[src/hdl/p6m_pkg.sv]
// Purpose: shared constants for the port six pin multiplexer
// Assumes: APB registers, one aligned 32-bit word each, data in bits 7:0
// Notes:   wait pair code for external wait is a named constant
package p6m_pkg;
    // Register byte offsets
    localparam logic [7:0] OFS_DATA    = 8'h00;
    localparam logic [7:0] OFS_DIR     = 8'h04;
    localparam logic [7:0] OFS_PULLUP  = 8'h08;
    localparam logic [7:0] OFS_MODE    = 8'h0C;
    localparam logic [7:0] OFS_WAIT1   = 8'h10;
    localparam logic [7:0] OFS_WAIT2   = 8'h14;
    localparam logic [7:0] OFS_HOLD    = 8'h18;
    localparam logic [7:0] OFS_REFRESH = 8'h1C;
    // Field positions
    localparam int PULLUP_BIT  = 6;
    localparam int HOLD_BIT    = 0;
    localparam int REFRESH_BIT = 0;
    localparam int WAIT_PAIRS  = 4;
    // Reset values
    localparam logic [7:0] DIR_RST   = 8'hFF;
    localparam logic [7:0] LATCH_RST = 8'h00;
    localparam logic [3:0] MODE_RST  = 4'h0;
    localparam logic [7:0] BYTE_RST  = 8'h00;
    // Extension mode codes
    localparam logic [3:0] MODE_STB_LO = 4'h4;
    localparam logic [3:0] MODE_STB_HI = 4'h7;
    localparam logic [3:0] MODE_ADDR2  = 4'h8;
    localparam logic [3:0] MODE_ADDR4  = 4'h9;
    localparam logic [1:0] WAIT_EXT    = 2'h3;
    // Reduced variant: strobe pins drive high from reset
    localparam logic [7:0] RED_RST_OUT = 8'h30;
    localparam logic [7:0] RED_LOW_MASK = 8'h0F;

    // Any of the eight wait pairs asks for the external wait pin
    function automatic logic p6m_any_ext_wait(input logic [7:0] w1,
                                              input logic [7:0] w2);
        logic hit;
        hit = 1'b0;
        for (int i = 0; i < WAIT_PAIRS; i++) begin
            hit = hit | (w1[2*i +: 2] == WAIT_EXT) | (w2[2*i +: 2] == WAIT_EXT);
        end
        return hit;
    endfunction
endpackage

[src/hdl/p6m_ctl_if.sv]
// Purpose: carries configuration and bus control into the pin decoder
// Assumes: one clock domain, all signals from registers or core logic
// Notes:   decoder is purely combinational
`timescale 1ns/1ps
interface p6m_ctl_if;
    logic [3:0] mode;
    logic [7:0] wait_one;
    logic [7:0] wait_two;
    logic       hold_en;
    logic       refresh_en;
    logic [3:0] addr_hi;
    logic       rd_n;
    logic       wr_n;
    logic       hold_ack;
    logic       refresh_pulse;
    logic [7:0] claim;
    logic [7:0] ctl_val;
    logic [7:0] ctl_oe;
    logic       wait_sel;
    logic       hold_sel;
    modport src (output mode, wait_one, wait_two, hold_en, refresh_en, addr_hi,
                 rd_n, wr_n, hold_ack, refresh_pulse,
                 input claim, ctl_val, ctl_oe, wait_sel, hold_sel);
    modport dec (input mode, wait_one, wait_two, hold_en, refresh_en, addr_hi,
                 rd_n, wr_n, hold_ack, refresh_pulse,
                 output claim, ctl_val, ctl_oe, wait_sel, hold_sel);
endinterface

[src/hdl/p6m_sync.sv]
// Purpose: two-stage synchroniser for pin levels
// Assumes: inputs are asynchronous to core_clk
// Notes:   first stage feeds only the second
`timescale 1ns/1ps
module p6m_sync #(
    parameter int WIDTH = 8
) (
    input  wire logic             core_clk,
    input  wire logic             rst_b,
    input  wire logic [WIDTH-1:0] async_in,
    output logic      [WIDTH-1:0] sync_out
);
    logic [WIDTH-1:0] meta_q;

    // Two flops against metastability
    always_ff @(posedge core_clk or negedge rst_b) begin
        if (!rst_b) begin
            meta_q   <= '0;
            sync_out <= '0;
        end else begin
            meta_q   <= async_in;
            sync_out <= meta_q;
        end
    end
endmodule

[src/hdl/p6m_decode.sv]
// Purpose: decides which pins a control function claims and their drive
// Assumes: configuration is stable register state
// Notes:   combinational; top registers every result
`timescale 1ns/1ps
module p6m_decode #(
    parameter bit REDUCED = 1'b0
) (
    p6m_ctl_if.dec ctl
);
    logic addr2;
    logic addr4;
    logic strobe;

    // Mode field groups pins two at a time
    assign addr2  = (ctl.mode == p6m_pkg::MODE_ADDR2) || (ctl.mode == p6m_pkg::MODE_ADDR4);
    assign addr4  = (ctl.mode == p6m_pkg::MODE_ADDR4);
    assign strobe = REDUCED || addr2 ||
                    ((ctl.mode >= p6m_pkg::MODE_STB_LO) && (ctl.mode <= p6m_pkg::MODE_STB_HI));

    // Pin six input functions; hold shares the pin with wait
    assign ctl.wait_sel = p6m_pkg::p6m_any_ext_wait(ctl.wait_one, ctl.wait_two);
    assign ctl.hold_sel = ctl.hold_en;

    always_comb begin
        ctl.claim   = 8'h00;
        ctl.ctl_val = 8'h00;
        ctl.ctl_oe  = 8'h00;
        // Upper address outputs
        if (addr2) begin
            ctl.claim[1:0]   = 2'h3;
            ctl.ctl_val[1:0] = ctl.addr_hi[1:0];
            ctl.ctl_oe[1:0]  = 2'h3;
        end
        if (addr4) begin
            ctl.claim[3:2]   = 2'h3;
            ctl.ctl_val[3:2] = ctl.addr_hi[3:2];
            ctl.ctl_oe[3:2]  = 2'h3;
        end
        // Strobes, kept in address modes as well
        if (strobe) begin
            ctl.claim[5:4]   = 2'h3;
            ctl.ctl_val[4]   = ctl.rd_n;
            ctl.ctl_val[5]   = ctl.wr_n;
            ctl.ctl_oe[5:4]  = 2'h3;
        end
        // Wait or hold request: input, driver off
        if (ctl.wait_sel || ctl.hold_sel) begin
            ctl.claim[6] = 1'b1;
        end
        // Hold acknowledge wins pin seven over refresh
        if (ctl.hold_en) begin
            ctl.claim[7]   = 1'b1;
            ctl.ctl_val[7] = ctl.hold_ack;
            ctl.ctl_oe[7]  = 1'b1;
        end else if (ctl.refresh_en) begin
            ctl.claim[7]   = 1'b1;
            ctl.ctl_val[7] = ctl.refresh_pulse;
            ctl.ctl_oe[7]  = 1'b1;
        end
    end
endmodule

[src/hdl/p6m_top.sv]
// Purpose: port six pin multiplexer with APB register file
// Assumes: core bus controller supplies strobes, upper address, hold
//          acknowledge and refresh pulses on core_clk
// Notes:   every pin drive passes one flop, so pins trail core by a cycle
// Notes on behaviour
// - eight pins, latch each, pull-ups
// - full variant resets to inputs, drivers off
// - reduced: 0-3 outputs, 4-5 strobes, 6-7 bidirectional
// - reduced reset: 0-3 undriven, 4-5 high
// - reduced 0-3 float in reset, then low
// - mode field claims pins in pairs
// - codes eight and nine give upper address
// - upper address bits sixteen to nineteen driven
// - pin four carries read strobe
// - pin five carries write strobe
// - pin six is wait input when selected
// - hold enable: pin six request, seven acknowledge
// - refresh enable puts refresh pulses on seven unless hold enable is set
// - free pins follow direction register bits
// - pull-up only when enabled and input
// - input pins store latch, read pin level
// - claimed pins neither written nor read
`timescale 1ns/1ps
module p6m_top #(
    parameter bit REDUCED = 1'b0,
    parameter int ADDR_W  = 8
) (
    input  wire logic              core_clk,
    input  wire logic              rst_b,
    // APB slave
    input  wire logic              psel,
    input  wire logic              penable,
    input  wire logic              pwrite,
    input  wire logic [ADDR_W-1:0] paddr,
    input  wire logic [31:0]       pwdata,
    input  wire logic [3:0]        pstrb,
    output logic      [31:0]       prdata_q,
    output logic                   pready_q,
    output logic                   pslverr_q,
    // Core bus controller
    input  wire logic [3:0]        core_addr_hi,
    input  wire logic              core_rd_n,
    input  wire logic              core_wr_n,
    input  wire logic              core_hold_ack,
    input  wire logic              core_refresh_pulse,
    output logic                   wait_req_q,
    output logic                   hold_req_q,
    // Pins
    input  wire logic [7:0]        pin_in,
    output logic      [7:0]        pin_out_q,
    output logic      [7:0]        pin_oe_q,
    output logic      [7:0]        pullup_en_q
);
    typedef enum logic [1:0] {
        P6M_IDLE = 2'b00,
        P6M_WAIT = 2'b01,
        P6M_DONE = 2'b11
    } p6m_apb_st_t;

    // Reset drive depends on variant only, so it stays a constant
    localparam logic [7:0] OUT_RST = REDUCED ? p6m_pkg::RED_RST_OUT : 8'h00;
    localparam logic [7:0] OE_RST  = REDUCED ? p6m_pkg::RED_RST_OUT : 8'h00;
    localparam logic [7:0] OUT_ONLY = REDUCED ? p6m_pkg::RED_LOW_MASK : 8'h00;
    localparam logic [7:0] NO_PULL  = REDUCED ? p6m_pkg::RED_LOW_MASK : 8'h00;

    p6m_apb_st_t st_q;
    p6m_apb_st_t st_d;
    logic [7:0]  latch_q;
    logic [7:0]  dir_q;
    logic [7:0]  pullup_q;
    logic [3:0]  mode_q;
    logic [7:0]  wait1_q;
    logic [7:0]  wait2_q;
    logic        hold_q;
    logic        refresh_q;
    logic [7:0]  pin_sync;
    logic [7:0]  is_input;
    logic [7:0]  oe_d;
    logic [7:0]  out_d;
    logic [7:0]  pull_d;
    logic [7:0]  port_rd;
    logic [7:0]  rd_byte;
    logic        rd_ok;
    logic        wr_fire;
    logic        wr_lane;
    logic [7:0]  wbyte;

    p6m_ctl_if ctl ();

    // Offset decode, shared by read and write
    function automatic logic p6m_hit(input logic [ADDR_W-1:0] a,
                                     input logic [7:0] ofs);
        return a == ADDR_W'(ofs);
    endfunction

    // Pin levels come from outside and are synchronised first
    p6m_sync #(
        .WIDTH    (8)
    ) u_sync (
        .core_clk (core_clk),
        .rst_b    (rst_b),
        .async_in (pin_in),
        .sync_out (pin_sync)
    );

    // Configuration and core control into the decoder
    assign ctl.mode          = mode_q;
    assign ctl.wait_one      = wait1_q;
    assign ctl.wait_two      = wait2_q;
    assign ctl.hold_en       = hold_q;
    assign ctl.refresh_en    = refresh_q;
    assign ctl.addr_hi       = core_addr_hi;
    assign ctl.rd_n          = core_rd_n;
    assign ctl.wr_n          = core_wr_n;
    assign ctl.hold_ack      = core_hold_ack;
    assign ctl.refresh_pulse = core_refresh_pulse;

    p6m_decode #(
        .REDUCED (REDUCED)
    ) u_decode (
        .ctl     (ctl.dec)
    );

    // APB sequencing: one wait cycle, answer on the second access cycle
    always_comb begin
        st_d = st_q;
        unique case (st_q)
            P6M_IDLE: begin
                if (psel && !penable) begin
                    st_d = P6M_WAIT;
                end
            end
            P6M_WAIT: begin
                if (psel && penable) begin
                    st_d = P6M_DONE;
                end
            end
            P6M_DONE: begin
                st_d = P6M_IDLE;
            end
            default: begin
                st_d = P6M_IDLE;
            end
        endcase
    end

    always_ff @(posedge core_clk or negedge rst_b) begin
        if (!rst_b) begin
            st_q <= P6M_IDLE;
        end else begin
            st_q <= st_d;
        end
    end

    // Write commits on the completing edge only
    assign wr_fire = psel && penable && pready_q && pwrite;
    assign wr_lane = pstrb[0];
    assign wbyte   = pwdata[7:0];

    // Read mux and unmapped detection
    always_comb begin
        rd_ok   = 1'b1;
        rd_byte = 8'h00;
        if (p6m_hit(paddr, p6m_pkg::OFS_DATA)) begin
            rd_byte = port_rd;
        end else if (p6m_hit(paddr, p6m_pkg::OFS_DIR)) begin
            rd_byte = dir_q;
        end else if (p6m_hit(paddr, p6m_pkg::OFS_PULLUP)) begin
            rd_byte = pullup_q;
        end else if (p6m_hit(paddr, p6m_pkg::OFS_MODE)) begin
            rd_byte = {4'h0, mode_q};
        end else if (p6m_hit(paddr, p6m_pkg::OFS_WAIT1)) begin
            rd_byte = wait1_q;
        end else if (p6m_hit(paddr, p6m_pkg::OFS_WAIT2)) begin
            rd_byte = wait2_q;
        end else if (p6m_hit(paddr, p6m_pkg::OFS_HOLD)) begin
            rd_byte[p6m_pkg::HOLD_BIT] = hold_q;
        end else if (p6m_hit(paddr, p6m_pkg::OFS_REFRESH)) begin
            rd_byte[p6m_pkg::REFRESH_BIT] = refresh_q;
        end else begin
            rd_ok = 1'b0;
        end
    end

    // Bus answer flops
    always_ff @(posedge core_clk or negedge rst_b) begin
        if (!rst_b) begin
            pready_q  <= 1'b0;
            pslverr_q <= 1'b0;
            prdata_q  <= 32'h0000_0000;
        end else begin
            pready_q  <= (st_d == P6M_DONE);
            if (st_d == P6M_DONE) begin
                pslverr_q <= !rd_ok;
                prdata_q  <= (!pwrite && rd_ok) ? {24'h00_0000, rd_byte} : 32'h0000_0000;
            end else begin
                pslverr_q <= 1'b0;
                prdata_q  <= 32'h0000_0000;
            end
        end
    end

    // Configuration registers
    always_ff @(posedge core_clk or negedge rst_b) begin
        if (!rst_b) begin
            dir_q     <= p6m_pkg::DIR_RST;
            pullup_q  <= p6m_pkg::BYTE_RST;
            mode_q    <= p6m_pkg::MODE_RST;
            wait1_q   <= p6m_pkg::BYTE_RST;
            wait2_q   <= p6m_pkg::BYTE_RST;
            hold_q    <= 1'b0;
            refresh_q <= 1'b0;
        end else if (wr_fire && wr_lane && rd_ok) begin
            if (p6m_hit(paddr, p6m_pkg::OFS_DIR)) begin
                dir_q <= wbyte;
            end
            if (p6m_hit(paddr, p6m_pkg::OFS_PULLUP)) begin
                pullup_q <= wbyte;
            end
            if (p6m_hit(paddr, p6m_pkg::OFS_MODE)) begin
                mode_q <= wbyte[3:0];
            end
            if (p6m_hit(paddr, p6m_pkg::OFS_WAIT1)) begin
                wait1_q <= wbyte;
            end
            if (p6m_hit(paddr, p6m_pkg::OFS_WAIT2)) begin
                wait2_q <= wbyte;
            end
            if (p6m_hit(paddr, p6m_pkg::OFS_HOLD)) begin
                hold_q <= wbyte[p6m_pkg::HOLD_BIT];
            end
            if (p6m_hit(paddr, p6m_pkg::OFS_REFRESH)) begin
                refresh_q <= wbyte[p6m_pkg::REFRESH_BIT];
            end
        end
    end

    // Output latch; claimed bits keep their old value
    always_ff @(posedge core_clk or negedge rst_b) begin
        if (!rst_b) begin
            latch_q <= p6m_pkg::LATCH_RST;
        end else if (wr_fire && wr_lane && p6m_hit(paddr, p6m_pkg::OFS_DATA)) begin
            latch_q <= (wbyte & ~ctl.claim) | (latch_q & ctl.claim);
        end
    end

    // Per-pin drive, pull-up and read-back
    for (genvar n = 0; n < 8; n++) begin : g_pin
        // Reduced low pins are output-only whatever direction says
        assign is_input[n] = dir_q[n] && !OUT_ONLY[n];
        assign oe_d[n]     = ctl.claim[n] ? ctl.ctl_oe[n] : !is_input[n];
        assign out_d[n]    = ctl.claim[n] ? ctl.ctl_val[n] : latch_q[n];
        // Pull-up only on a free input, or a claimed input such as wait
        assign pull_d[n]   = pullup_q[p6m_pkg::PULLUP_BIT] && !NO_PULL[n] &&
                             (ctl.claim[n] ? !ctl.ctl_oe[n] : is_input[n]);
        // Claimed pins read as zero; inputs read the pin
        assign port_rd[n]  = ctl.claim[n] ? 1'b0 :
                             (is_input[n] ? pin_sync[n] : latch_q[n]);
    end

    // Pin flops; reset values give the variant's reset levels
    always_ff @(posedge core_clk or negedge rst_b) begin
        if (!rst_b) begin
            pin_out_q   <= OUT_RST;
            pin_oe_q    <= OE_RST;
            pullup_en_q <= 8'h00;
        end else begin
            pin_out_q   <= out_d;
            pin_oe_q    <= oe_d;
            pullup_en_q <= pull_d;
        end
    end

    // Wait and hold request forwarded to the core
    always_ff @(posedge core_clk or negedge rst_b) begin
        if (!rst_b) begin
            wait_req_q <= 1'b0;
            hold_req_q <= 1'b0;
        end else begin
            wait_req_q <= ctl.wait_sel && !ctl.hold_sel && !pin_sync[6];
            hold_req_q <= ctl.hold_sel && !pin_sync[6];
        end
    end
endmodule

[config.mk]
export PLATFORM = sky130hd
export DESIGN_NAME = p6m_top
export DESIGN_NICKNAME = d
export VERILOG_FILES = /design/src/hdl/p6m_pkg.sv /design/src/hdl/p6m_ctl_if.sv /design/src/hdl/p6m_sync.sv /design/src/hdl/p6m_decode.sv /design/src/hdl/p6m_top.sv
export SDC_FILE = /design/constraint.sdc
export NUM_CORES = 1
export LEC_CHECK = 0
export BUFFER_PORTS_ARGS = -buffer_cell sky130_fd_sc_hd__buf_2
export CAP_MARGIN = 10
export CELL_PAD_IN_SITES_DETAIL_PLACEMENT = 1
export CELL_PAD_IN_SITES_GLOBAL_PLACEMENT = 2
export CORE_MARGIN = 5
export CORE_UTILIZATION = 34
export CTS_CLUSTER_DIAMETER = 120
export DETAILED_ROUTE_END_ITERATION = 8
export PLACE_DENSITY = 0.84
export SLEW_MARGIN = 20
export SYNTH_ARGS = -nofsm -noshare
export SYNTH_HDL_FRONTEND = slang
export SYNTH_SLANG_ARGS = --single-unit
[constraint.sdc]
create_clock -name core_clk -period 2.2 [get_ports core_clk]
set_input_delay 0.22 -clock core_clk [delete_from_list [all_inputs] [get_ports core_clk]]
set_output_delay 0.22 -clock core_clk [all_outputs]
set_load 0.02 [all_outputs]
==> results.cfg <==
[critical_path]
crit_chain = buf_2 > or4_4 > or3_4 > nor3_2 > mux2_1
crit_fanout = 9
r2r_cells = 4
cp-start-kind = primary input
cpMaxStageDelayCell = or4_4
crit_required_ns = 2.42
critPathBufInv = 1
path_delay_family = simple AND/OR/NAND/NOR gates
worstSetupPathType = in -> reg
crit_cells = 5
cpPeakStageDelay_ns = 0.54
cp.arrival_ns = 1.97
cp-end-kind = flip-flop

[clock_tree]
htreeDepth = 3
cts_sinks = 100
root_buffer = clkbuf_16
post_cts_resized = 0
path_clk_slew_ns = 0.06
clk_path_buf_depth = 2
cts_tree = yes
cts_setup_buffers = 0
clock_latency_ns = 0.34
numCtsBuffers = 9

[pwr]
power_leakage_nw = 2.61
p_switching_mw = 0.821
share_comb_of_total_power = 0.057
peakVddDrop_uv = 382
internal-power_mw = 2.99
p_clk_frac = 0.451
power.density_nw_per_um2 = 717
p_seq_frac = 0.492
switching_share = 0.215

[timing]
slew_viol_final = 0
hold_viol_final = 0
slew_headroom = 0.557
fin_crit_ns = 1.74
worst_clock_skew_ns = 0.00780
fin_crit_sh = 0.791
grt_setup_unrepaired = false
worstMarginPinSlew_ns = 0.658
setup_viol = 0
max_freq_mhz = 574
fin_tns_setup_ns = 0

[die]
ios = 125
die_w_um = 123
start_util = 0.346
die-height_um = 123
die_area_um2 = 15200
rows = 41
coreArea_um2 = 12600

[final_layout]
num_antenna_cells = 0
multiInputGateArea_um2 = 1660
fin_area_um2 = 5320
area_delta_synth_final_pct = 21.9
drive_gt1_frac = 0.399
nets = 499
postLayoutCoreUtil = 0.421
ff_latch_area_um2 = 2510
fill_cells = 1391

[synthesis]
synth-seq-cells = 100
async_reset_ff_frac = 1.00
synth-edff-count = 0
yosys.cell_types.count = 48
yosysTopAreaCellShare = 0.528
syn_avg_cell_area_um2 = 12.8
yosys-top-cells-count = dfrtp_1, mux2_2, buf_4
ys_warn_count = 0
ys_seq_area_frac = 0.576
synth_top_area_cell = dfrtp_1
synth.most_common_cell = dfrtp_1
syn_inst = 341
syn_area_um2 = 4360
synthFlopType = dfrtp_1
netlist_top_cells_area = dfrtp_1, mux2_2, dfstp_2

[outcome]
status = complete, no violations

[global_routing]
track_usage = 0.149
antenna_found_initial = 0
grt-ovfl-total = 0
grt_max_degree = 51
grt_pass1_wl_um = 17000
grt_pass1_vias = 3274

[route]
drt-total-wl_um = 10700
dr.pass1.iters = 4
num_vias = 2923
avgRoutedWirePerCell_um = 17.5
vias_per_cell = 4.78
final_antenna_net_count = 0
drcViolationCount = 0
drt_iter0_drc = 146

[hold_path]
hold_class = in -> reg
min_path_cells = 3

[placed_design]
place_hpwl_um = 7810
placed_cell_area_um2 = 4900
portBuffers = 73
globalplace.congestion = 0.841

[run]
drv_cap = 0
[logic make-up (layout without fill, tap and decap cells)]
family	Yosys count	after routing	synth area share
flip-flops	100	100	0.576
other	1	24	0.000860
multiplexers	68	68	0.175
AO/OA/AOI/OAI	39	39	0.0665
AND/OR/NAND/NOR	88	88	0.118
buffers and inverters	45	120	0.0642
[sequential cells by signal, summed over array words and instances, names as in the netlist, named ones only]
register and cells:
ctl.wait_one 8, ctl.wait_two 8, dir_q 8, pin_oe_q 8
pin_out_q 8, prdata_q 8, pullup_en_q 8, pullup_q 8
u_sync.meta_q 8, u_sync.sync_out 8, ctl.mode 4, st_q 2
ctl.hold_en 1, ctl.refresh_en 1, hold_req_q 1, pready_q 1
pslverr_q 1, wait_req_q 1
[cell usage in the layout (no fill, tap or decap), types with 4 or more instances in the layout]
cell	Yosys	final
dfrtp_1	92	92
buf_2	2	72
mux2_2	51	51
nand2_1	24	24
conb_1	1	24
nor2_1	16	16
buf_4	25	14
mux2i_1	12	12
a21oi_1	10	10
clkbuf_16	0	9
dlygate4sd3_1	0	9
inv_1	8	8
and3_1	8	8
dfstp_2	8	8
a22oi_1	5	5
a211oi_1	5	5
o21ai_0	4	4
mux2_1	4	4
[area by class of cell]
class,instances,area share
sequential,100,0.472
multi-input combinational,219,0.311
timing repair buffer,96,0.108
clock buffer,12,0.0482
inverter,8,0.00565
tap,172,0.0405
clock inverter,4,0.0136
[stage by stage]
stage	instances	power, mW	setup WS (ns)	hold WS (ns)
after floorplan	364	2.03	0.173	-0.0756
after global placement	586	2.11	0.127	0.273
after detailed placement	586	2.12	0.109	0.284
after CTS	611	3.87	0.468	0.0593
after global routing	611	3.96	0.403	0.0627
final	611	3.81	0.459	0.0695
[final timing paths]
path	startpoint	to	slack, ns
worst max-delay path	paddr[7]	flip-flop	0.46
worst min-delay path	core_addr_hi[0]	pin_out_q[0]	0.07
worst min register to register	u_sync.meta_q[4]	u_sync.sync_out[4]	0.35
max in group asynchronous	rst_b	dir_q[2]	1.06
worst max register to register	pready_q	flip-flop	0.47
min in group asynchronous	rst_b	pin_oe_q[4]	0.45
[metal layers]
metal / part of all wire / GRT usage
met1: 0.44 / 0.188
met5: 0 / 0
met2: 0.50 / 0.248
met4: 0.024 / 0.0567
met3: 0.039 / 0.0334
[power by group through the flow]
| stage | clock network (mW) | logic, mW | registers (mW) |
|---|---|---|---|
| 3_3_place_gp | 0 | 0.202 | 1.91 |
| 4_1_cts | 1.77 | 0.222 | 1.87 |
| 6_report | 1.72 | 0.218 | 1.87 |
| 5_1_grt | 1.84 | 0.243 | 1.88 |
| 3_5_place_dp | 0 | 0.208 | 1.91 |
| 2_1_floorplan | 0 | 0.121 | 1.91 |
[repair_timing]
action	4_1_cts	5_1_grt
hold buffers	9	0
setup endpoints to repair	0	0
endpoints found under the hold margin	52	0
[tightest hold or removal path, stage by stage]
cell and delay, ns:
buf_2 0.08, nand2_1 0.04, nand2_1 0.04
Power figures use the tool's default switching activity.
